## src/rtl/switch_fault_cfg.svh

```systemverilog
// Constants for the eight-channel switch fault and status block.
// Assumes a 200 MHz system clock; times are converted to cycles here.
//
// Contract
// - Command bit zero turns its output on; one turns it off.
// - Status shifted out describes drain state from the previous command.
// - Over-temperature switches off only its own output, with no clock dependence; here it acts via the clocked synchroniser and only while clkEn is high.
// - Output shut by over-temperature reports off in its status bit.
// - After over-temperature clears, output stays off until next write requests on.
// - Over-voltage switches all outputs off until cleared and rewritten.
// - First write after over-voltage returns all ones status.
// - Open-load detection only on outputs commanded off, one detector each.
// - One drain threshold comparator serves open-load off and short on.
// - Chip select rise starts 25 to 100 us filter; comparator ignored meanwhile; here it masks only open-load, shortHit still drives currentLimit and status.
// - Open-load indication clears by itself when the condition goes.
// - Thermal limit in a short latches off only the faulted output.
// - Current limit within 20 us; on-state drain over threshold flags short.
// - Without fault, off output reads one and on output reads zero.
// - Chip select rise loads shift register into switches, starts delay timers.
// - Latch select low: short shuts output after delay; high: current limit.
`ifndef SWITCH_FAULT_CFG_SVH
`define SWITCH_FAULT_CFG_SVH
`define CLK_MHZ           200
`define FILTER_US         50
`define FILTER_CYC        (`FILTER_US * `CLK_MHZ)
`define TURNON_US         100
`define TURNON_CYC        (`TURNON_US * `CLK_MHZ)
`define CMD_RESET         8'hFF
`define STATUS_RESET      8'hFF
`define ALL_OFF           8'hFF
`define ALL_ON            8'h00
`define SYNC_RESET        20'h201FE
`define CNT_ZERO          16'h0000
`define CNT_ONE           16'h0001
`define CNT_MAX           65535
`endif

```

## src/rtl/switch_fault_pkg.sv

```systemverilog
// Types for the eight-channel switch fault and status block.
// Assumes the constants header is included by the design file.
package switch_fault_pkg;
   typedef logic [7:0] chan_t;
endpackage

```

## src/rtl/octal_switch_fault_status.sv

```systemverilog
// Fault detection, latching and status capture for eight low-side outputs.
// Assumes shift mechanics outside; detectors arrive as asynchronous levels.
`timescale 1ns/1ps
`include "switch_fault_cfg.svh"

module octal_switch_fault_status #(
   parameter int FILTER_CYCLES = `FILTER_CYC,
   parameter int TURNON_CYCLES = `TURNON_CYC
) (
   input  wire logic                  clk,
   input  wire logic                  sys_rst,
   input  wire logic                  clkEn,
   input  wire logic                  chipSelN,
   input  wire switch_fault_pkg::chan_t commandWord,
   input  wire switch_fault_pkg::chan_t drainThreshold,
   input  wire switch_fault_pkg::chan_t overTemp,
   input  wire logic                  loadSupplyOverVolt,
   input  wire logic                  shortFaultLatchSelect,
   output switch_fault_pkg::chan_t    switchOn,
   output switch_fault_pkg::chan_t    currentLimit,
   output switch_fault_pkg::chan_t    statusWord
);
   import switch_fault_pkg::*;

   if (FILTER_CYCLES < 1 || TURNON_CYCLES < 1 || FILTER_CYCLES > `CNT_MAX
       || TURNON_CYCLES > `CNT_MAX) begin : g_bad_counts
      $error("Timer counts out of range");
   end

   // ----------------------------------------------------------------
   // Helpers
   // ----------------------------------------------------------------
   function automatic logic [15:0] countDown(input logic [15:0] cnt);
      return (cnt != `CNT_ZERO) ? cnt - `CNT_ONE : `CNT_ZERO;
   endfunction

   // ----------------------------------------------------------------
   // Input synchronisers
   // ----------------------------------------------------------------
   logic [19:0] s1Reg, s2Reg, s3Reg, stableReg;
   logic [19:0] s1Next, s2Next, s3Next, stableNext;
   logic [19:0] rawIn;
   assign rawIn = {shortFaultLatchSelect, loadSupplyOverVolt, chipSelN,
                   overTemp, drainThreshold, 1'b0};

   always_comb begin
      s1Next     = rawIn;
      s2Next     = s1Reg;
      s3Next     = s2Reg;
      stableNext = stableReg;
      for (int i = 0; i < 20; i++) begin
         if (s2Reg[i] == s3Reg[i]) begin
            stableNext[i] = s3Reg[i];
         end
      end
   end

   always_ff @(posedge clk or posedge sys_rst) begin
      if (sys_rst) begin
         s1Reg     <= `SYNC_RESET;
         s2Reg     <= `SYNC_RESET;
         s3Reg     <= `SYNC_RESET;
         stableReg <= `SYNC_RESET;
      end else if (clkEn) begin
         s1Reg     <= s1Next;
         s2Reg     <= s2Next;
         s3Reg     <= s3Next;
         stableReg <= stableNext;
      end
   end

   chan_t thrS, otS;
   logic  csS, ovS, latchSelS;
   assign thrS      = stableReg[8:1];
   assign otS       = stableReg[16:9];
   assign csS       = stableReg[17];
   assign ovS       = stableReg[18];
   assign latchSelS = stableReg[19];

   // ----------------------------------------------------------------
   // Switch control and fault state
   // ----------------------------------------------------------------
   logic        csPrevReg, csPrevNext;
   chan_t       cmdReg, cmdNext;
   chan_t       latchOffReg, latchOffNext;
   chan_t       onReg, onNext;
   chan_t       limReg, limNext;
   chan_t       statReg, statNext;
   logic        ovSeenReg, ovSeenNext;
   logic [15:0] filtCntReg, filtCntNext;
   logic [15:0] delayCntReg, delayCntNext;
   logic        csRise, csFall;
   chan_t       wantOn, openLoad, shortHit;

   assign csRise = csS && !csPrevReg;
   assign csFall = !csS && csPrevReg;

   always_comb begin
      csPrevNext   = csS;
      cmdNext      = cmdReg;
      latchOffNext = latchOffReg;
      ovSeenNext   = ovSeenReg || ovS;
      filtCntNext  = countDown(filtCntReg);
      delayCntNext = countDown(delayCntReg);
      statNext     = statReg;
      if (csRise) begin
         cmdNext      = commandWord;
         latchOffNext = 8'h00;
         filtCntNext  = FILTER_CYCLES[15:0];
         delayCntNext = TURNON_CYCLES[15:0];
      end
      wantOn   = ~cmdReg & ~latchOffReg;
      // Comparator low means drain below threshold
      openLoad = (filtCntReg == 16'h0000) ? (cmdReg & ~thrS) : 8'h00;
      shortHit = ~cmdReg & thrS;
      if (!latchSelS && delayCntReg == 16'h0000) begin
         latchOffNext = latchOffNext | (shortHit & ~{8{csRise}});
      end
      latchOffNext = latchOffNext | (otS & ~cmdReg & ~{8{csRise}});
      if (ovS) begin
         latchOffNext = `ALL_OFF;
      end
      onNext  = wantOn & ~otS & ~{8{ovS}};
      limNext = onNext & shortHit & {8{latchSelS}};
      if (csFall) begin
         if (ovSeenReg) begin
            statNext   = `ALL_OFF;
            ovSeenNext = ovS;
         end else begin
            // Off reads one, on reads zero; faults flip the bit
            statNext = ~onReg & ~openLoad | (onReg & shortHit);
         end
      end
   end

   always_ff @(posedge clk or posedge sys_rst) begin
      if (sys_rst) begin
         csPrevReg   <= 1'b1;
         cmdReg      <= `CMD_RESET;
         latchOffReg <= 8'h00;
         onReg       <= 8'h00;
         limReg      <= 8'h00;
         statReg     <= `STATUS_RESET;
         ovSeenReg   <= 1'b0;
         filtCntReg  <= 16'h0000;
         delayCntReg <= 16'h0000;
      end else if (clkEn) begin
         csPrevReg   <= csPrevNext;
         cmdReg      <= cmdNext;
         latchOffReg <= latchOffNext;
         onReg       <= onNext;
         limReg      <= limNext;
         statReg     <= statNext;
         ovSeenReg   <= ovSeenNext;
         filtCntReg  <= filtCntNext;
         delayCntReg <= delayCntNext;
      end
   end

   // ----------------------------------------------------------------
   // Outputs
   // ----------------------------------------------------------------

   assign switchOn     = onReg;
   assign currentLimit = limReg;
   assign statusWord   = statReg;

   // ----------------------------------------------------------------
   // Checks
   // ----------------------------------------------------------------
   a_overvolt_all_off: assert property (@(posedge clk) disable iff (sys_rst)
      clkEn && ovS |=> switchOn == 8'h00) else $error("Outputs on during over-voltage");

   a_overtemp_off: assert property (@(posedge clk) disable iff (sys_rst)
      clkEn && otS[0] |=> !switchOn[0]) else $error("Hot output still on");

   a_command_off: assert property (@(posedge clk) disable iff (sys_rst)
      clkEn && cmdReg[3] |=> !switchOn[3]) else $error("Off command ignored");

   a_load_on_rise: assert property (@(posedge clk) disable iff (sys_rst)
      clkEn && csRise |=> cmdReg == $past(commandWord)) else $error("Command not loaded");

   a_filter_start: assert property (@(posedge clk) disable iff (sys_rst)
      clkEn && csRise |=> filtCntReg != 16'h0000) else $error("Filter not started");

   a_status_ff: assert property (@(posedge clk) disable iff (sys_rst)
      clkEn && csFall && ovSeenReg |=> statusWord == `ALL_OFF) else $error("No all-ones status");

   a_open_gate: assert property (@(posedge clk) disable iff (sys_rst)
      (openLoad & ~cmdReg) == 8'h00) else $error("Open-load on an on output");

   a_limit_mode: assert property (@(posedge clk) disable iff (sys_rst)
      clkEn && !latchSelS |=> currentLimit == 8'h00) else $error("Limit without select");

   a_short_latch: assert property (@(posedge clk) disable iff (sys_rst)
      clkEn && !latchSelS && delayCntReg == 16'h0000 && !csRise && shortHit[1]
      |=> latchOffReg[1]) else $error("Short not latched off");

   a_latch_clear: assert property (@(posedge clk) disable iff (sys_rst)
      clkEn && csRise && !ovS |=> latchOffReg == `ALL_ON) else $error("Latch not cleared");

   a_hot_latch: assert property (@(posedge clk) disable iff (sys_rst)
      clkEn && otS[5] && !cmdReg[5] && !csRise |=> latchOffReg[5]) else $error("Hot not held");

   a_status_hold: assert property (@(posedge clk) disable iff (sys_rst)
      !(clkEn && csFall) |=> $stable(statusWord)) else $error("Status moved off fall");

   a_open_filter: assert property (@(posedge clk) disable iff (sys_rst)
      filtCntReg != 16'h0000 |-> openLoad == 8'h00) else $error("Open-load in filter");

   a_limit_on: assert property (@(posedge clk) disable iff (sys_rst)
      (currentLimit & ~switchOn) == 8'h00) else $error("Limit on an off output");

   a_delay_start: assert property (@(posedge clk) disable iff (sys_rst)
      clkEn && csRise |=> delayCntReg != 16'h0000) else $error("Delay not started");

   a_delay_count: assert property (@(posedge clk) disable iff (sys_rst)
      clkEn && delayCntReg != 16'h0000 && !csRise
      |=> delayCntReg == $past(delayCntReg) - 16'h0001) else $error("Delay miscount");

   a_filter_count: assert property (@(posedge clk) disable iff (sys_rst)
      clkEn && filtCntReg != 16'h0000 && !csRise
      |=> filtCntReg == $past(filtCntReg) - 16'h0001) else $error("Filter miscount");

   a_ov_flag: assert property (@(posedge clk) disable iff (sys_rst)
      clkEn && ovS |=> ovSeenReg) else $error("Over-voltage not noted");
endmodule // octal_switch_fault_status

```

## config.mk

```make
export PLATFORM = sky130hd
export DESIGN_NAME = octal_switch_fault_status
export DESIGN_NICKNAME = d
export VERILOG_FILES = /design/src/rtl/switch_fault_pkg.sv /design/src/rtl/octal_switch_fault_status.sv
export VERILOG_INCLUDE_DIRS = /design/src /design/src/rtl
export SDC_FILE = /design/constraint.sdc
export NUM_CORES = 1
export LEC_CHECK = 0
export BUFFER_PORTS_ARGS = -buffer_cell sky130_fd_sc_hd__buf_2
export CORE_ASPECT_RATIO = 1.4
export CORE_MARGIN = 2
export CORE_UTILIZATION = 54
export CTS_CLUSTER_SIZE = 24
export DETAILED_ROUTE_END_ITERATION = 8
export HOLD_SLACK_MARGIN = 0.1
export PLACE_DENSITY = 0.76
export SETUP_SLACK_MARGIN = 0.3
export SLEW_MARGIN = 20
export SYNTH_ARGS = -nofsm -noshare
export SYNTH_HDL_FRONTEND = slang
export SYNTH_SLANG_ARGS = --single-unit
```

## constraint.sdc

```tcl
create_clock -name clk -period 4.2 [get_ports clk]
set_input_delay 0.63 -clock clk [delete_from_list [all_inputs] [get_ports clk]]
set_output_delay 0.63 -clock clk [all_outputs]
set_load 0.03 [all_outputs]
```

==> flow_results.xml <==
<?xml version="1.0" encoding="UTF-8"?>
<metrics>
  <group name="detailed_routing">
    <metric name="wl_per_cell" unit="um">17.02</metric>
    <metric name="detail_route.drc_violations" unit="">0</metric>
    <metric name="route.final.wire_length" unit="um">14110</metric>
    <metric name="postRouteAntennaNets" unit="">0</metric>
    <metric name="viasPerCell" unit="">5.879</metric>
    <metric name="initialDrtViolationCount" unit="">334</metric>
    <metric name="vias" unit="">4874</metric>
    <metric name="tritonroute_pass_1_iters" unit="">5</metric>
  </group>
  <group name="die">
    <metric name="die_area" unit="mm2">0.01301</metric>
    <metric name="die-height" unit="um">134.2</metric>
    <metric name="core_region_area" unit="mm2">0.01182</metric>
    <metric name="die_x" unit="um">96.99</metric>
    <metric name="initial_core_utilization" unit="%">55.30</metric>
    <metric name="placementRows" unit="">47</metric>
    <metric name="pin_count" unit="">54</metric>
  </group>
  <group name="worst_setup_path">
    <metric name="path_max_fanout" unit="">8</metric>
    <metric name="cp_slowest_cell" unit="">or4b_4</metric>
    <metric name="setup.reg_to_reg.worst_slack" unit="ns">1.44</metric>
    <metric name="worst_path_largest_cell_delay" unit="ns">0.49</metric>
    <metric name="crit_arrival" unit="ns">3.09</metric>
    <metric name="critical_path_required" unit="ns">4.53</metric>
    <metric name="r2r_cells" unit="">7</metric>
    <metric name="critical_path_class" unit="">reg2reg</metric>
    <metric name="crit_path_cell_trace" unit="">inv_1, ha_1, or4b_4, or4_4, or3_1, or3_1, o21ai_0</metric>
    <metric name="setup.worst_path.end_class" unit="">register</metric>
    <metric name="critPathMostFrequentCell" unit="">or3_1</metric>
    <metric name="r2r-end" unit="">latchOffReg[4]$_DFFE_PP0P_</metric>
    <metric name="timing.rr.start" unit="">delayCntReg[0]$_DFFE_PP0P_</metric>
    <metric name="start_kind" unit="">register</metric>
  </group>
  <group name="sta">
    <metric name="finalHoldWorstSlack" unit="ns">0.1852</metric>
    <metric name="period_share" unit="%">65.65</metric>
    <metric name="timing.clock.skew" unit="ns">0.006928</metric>
    <metric name="worst_pin_slew" unit="ns">1.100</metric>
    <metric name="fin_crit" unit="ns">2.757</metric>
    <metric name="slew_headroom" unit="%">26.10</metric>
    <metric name="rsz0062_at_grt" unit="">no</metric>
    <metric name="finalHoldViolations" unit="">0</metric>
    <metric name="max_clock_freq" unit="MHz">362.7</metric>
    <metric name="worst_slack" unit="ns">1.443</metric>
    <metric name="final_sum_of_negative_setup_slack" unit="ns">0</metric>
    <metric name="setup_viol_count_final" unit="">0</metric>
    <metric name="slew_violations" unit="">0</metric>
  </group>
  <group name="yosys">
    <metric name="synthesis.yosys.warnings" unit="">0</metric>
    <metric name="postSynthRegisterBits" unit="">150</metric>
    <metric name="synth_top_flop_cell" unit="">dfrtp_1</metric>
    <metric name="synth_cell_type_count" unit="">43</metric>
    <metric name="synth.area.top_cells" unit="">dfrtp_1 (37%), dfstp_2 (21%), mux2_2 (7.9%)</metric>
    <metric name="synth.avg_cell_area" unit="um2">10.59</metric>
    <metric name="net_count_after_synthesis" unit="">649</metric>
    <metric name="synth_edf_count" unit="">0</metric>
    <metric name="sequential_element_share_of_the_synthesized_area" unit="%">58.44</metric>
    <metric name="post_synth_instance_area" unit="mm2">0.006536</metric>
    <metric name="synth_async_sr_flop_share" unit="%">100.0</metric>
    <metric name="synth.top_cell.area_share" unit="%">37.14</metric>
    <metric name="netlist.top_cell.by_area" unit="">dfrtp_1</metric>
    <metric name="post_synth_inst_count" unit="">617</metric>
  </group>
  <group name="placement">
    <metric name="pre_cts_ws" unit="ns">1.383</metric>
    <metric name="place_congestion" unit="">0.8196</metric>
    <metric name="detailedPlacementHpwl" unit="um">9326</metric>
    <metric name="placement.io_buffers" unit="">53</metric>
  </group>
  <group name="status">
    <metric name="result_of_the_run" unit="">finished, final reports clean</metric>
  </group>
  <group name="cts">
    <metric name="cts_buffer_depth" unit="">2</metric>
    <metric name="cts.htree.levels" unit="">4</metric>
    <metric name="cts_tree" unit="">done</metric>
    <metric name="cts_root_buf" unit="">clkbuf_16</metric>
    <metric name="postCtsResizedCells" unit="">0</metric>
    <metric name="postCtsSetupBuffers" unit="">0</metric>
    <metric name="cts.sink_count" unit="">150</metric>
    <metric name="tritoncts_buffer_count" unit="">17</metric>
    <metric name="clkTransAtPathRegs" unit="ns">0.06</metric>
    <metric name="insertion_delay" unit="ns">0.42</metric>
    <metric name="cts_hold_buf" unit="">0</metric>
  </group>
  <group name="global_route">
    <metric name="first_global_vias" unit="">4796</metric>
    <metric name="grt_antenna_before_repair" unit="">0</metric>
    <metric name="grt_overflow" unit="">0</metric>
    <metric name="grt_first_pass_wirelength" unit="um">23680</metric>
    <metric name="grt_start_max_net_pins" unit="">66</metric>
    <metric name="global_route_usage_over_all_layers" unit="%">22.73</metric>
  </group>
  <group name="power_and_ir_drop">
    <metric name="worst_ir_drop_vdd" unit="uV">296.5</metric>
    <metric name="power.leakage" unit="nW">3.220</metric>
    <metric name="power.density_cell_area" unit="mW/mm2">610.4</metric>
  </group>
  <group name="cells_and_area">
    <metric name="drive_above_1_share" unit="%">29.62</metric>
    <metric name="layout.cells.most_common_list" unit="">dfrtp_1 (97), o21ai_0 (83), nand2_1 (65)</metric>
    <metric name="nNetsFinal" unit="">701</metric>
    <metric name="areaGrowthSynthToFinish" unit="%">15.54</metric>
    <metric name="diodes" unit="">0</metric>
    <metric name="final_common_cell" unit="">dfrtp_1</metric>
  </group>
  <group name="min_path">
    <metric name="hold_path.class" unit="">in2async</metric>
  </group>
  <group name="job">
    <metric name="maxCapViolations" unit="">0</metric>
  </group>
</metrics>
-- through the flow --
stage / std cells / area, um2 / utilization, % / power, mW
after floorplan: 617 / 6540 / - / 2.813
after global placement: 796 / 6947 / 58.77 / 3.057
after detailed placement: 796 / 6947 / 58.77 / 3.125
after CTS: 828 / 7532 / 63.72 / 4.622
after global routing: 829 / 7552 / 63.89 / 4.849
final: 829 / 7552 / 63.89 / 4.610
-- layer usage --
layer | share of wire (%) | global-route usage, % | routed length, um | vias up
met3 | 4.2 | 4.169 | 599 | 29
li1 | - | - | - | 2293
met4 | 2.9 | 10.02 | 408 | 0
met2 | 50 | 38.27 | 7119 | 135
met5 | 0 | 0 | 0 | -
met1 | 42 | 28.88 | 5982 | 2417
-- critical path: cells and delay by family (launching register included) --
kind,cells,cell delay (ns)
AND/OR/NAND/NOR,4,1.76
adder cells (fa/ha/maj),1,0.16
flip-flops,1,0.43
AO/OA/AOI/OAI,1,0.23
buffers and inverters,1,0.08
-- cells in the mapped netlist (2+ instances only) --
master and count:
dfrtp_1 97, o21ai_0 83, nand2_1 65, dfstp_2 53, mux2_2 46, nor2_1 44, a21oi_1 38, inv_1 36
clkbuf_1 25, nor4_1 16, o31ai_1 11, or3_1 10, o22ai_1 9, o41ai_1 9, nand3_1 8, xor2_1 8
nor3_1 7, or4_1 6, xnor2_1 5, a22o_1 4, nand3b_1 4, nand2b_1 3, nor2b_1 3, or2_2 3
ha_1 2, mux2i_1 2, o311ai_0 2, or3_2 2, or4_4 2
-- sequential cells by signal, indices dropped and copies added, names as in the netlist --
register	count
s1Reg	19
statusWord	8
ovSeenReg	1
latchOffReg	8
cmdReg	8
delayCntReg	16
filtCntReg	16
s2Reg	19
csPrevReg	1
s3Reg	19
stableReg	19
currentLimit	8
switchOn	8
-- report_power, final --
part	total, mW	internal, mW	switching, mW
logic	0.900	0.362	0.537
clock network	1.48	0.870	0.609
registers	2.23	1.86	0.365
-- cell type report --
class                      count  area [um2]
fill                         911        4268
sequential                   150        3820
multi-input combinational    404        2479
clock buffer                  20       466.7
timing repair buffer          60       345.3
tap                          147       183.9
inverter                      36       138.9
clock inverter                12       118.9
-- kinds of logic (layout without fill, tap and decap cells) --
logic type               Yosys count  count (layout)  synth area share (%)
multiplexers                      48              48                 8.231
XOR/XNOR                          13              13                 1.742
flip-flops                       150             150                 58.44
AND/OR/NAND/NOR                  178             178                 13.23
AO/OA/AOI/OAI                    163             163                 14.34
buffers and inverters             63             128                 3.637
adder cells (fa/ha/maj)            2               2                0.3828
-- how the worst max path moves through the flow --
| stage | start | end | cells after the start |
|---|---|---|---|
| detailed placement | clkEn | latchOffReg[5]$_DFFE_PP0P_ | 6 |
| CTS | delayCntReg[0]$_DFFE_PP0P_ | latchOffReg[0]$_DFFE_PP0P_ | 7 |
| finish | delayCntReg[0]$_DFFE_PP0P_ | latchOffReg[4]$_DFFE_PP0P_ | 7 |
| global route | delayCntReg[0]$_DFFE_PP0P_ | latchOffReg[1]$_DFFE_PP0P_ | 7 |
| global placement | clkEn | latchOffReg[7]$_DFFE_PP0P_ | 6 |
| floorplan | delayCntReg[0]$_DFFE_PP0P_ | latchOffReg[7]$_DFFE_PP0P_ | 8 |
(Power assumes the default switching activity.)
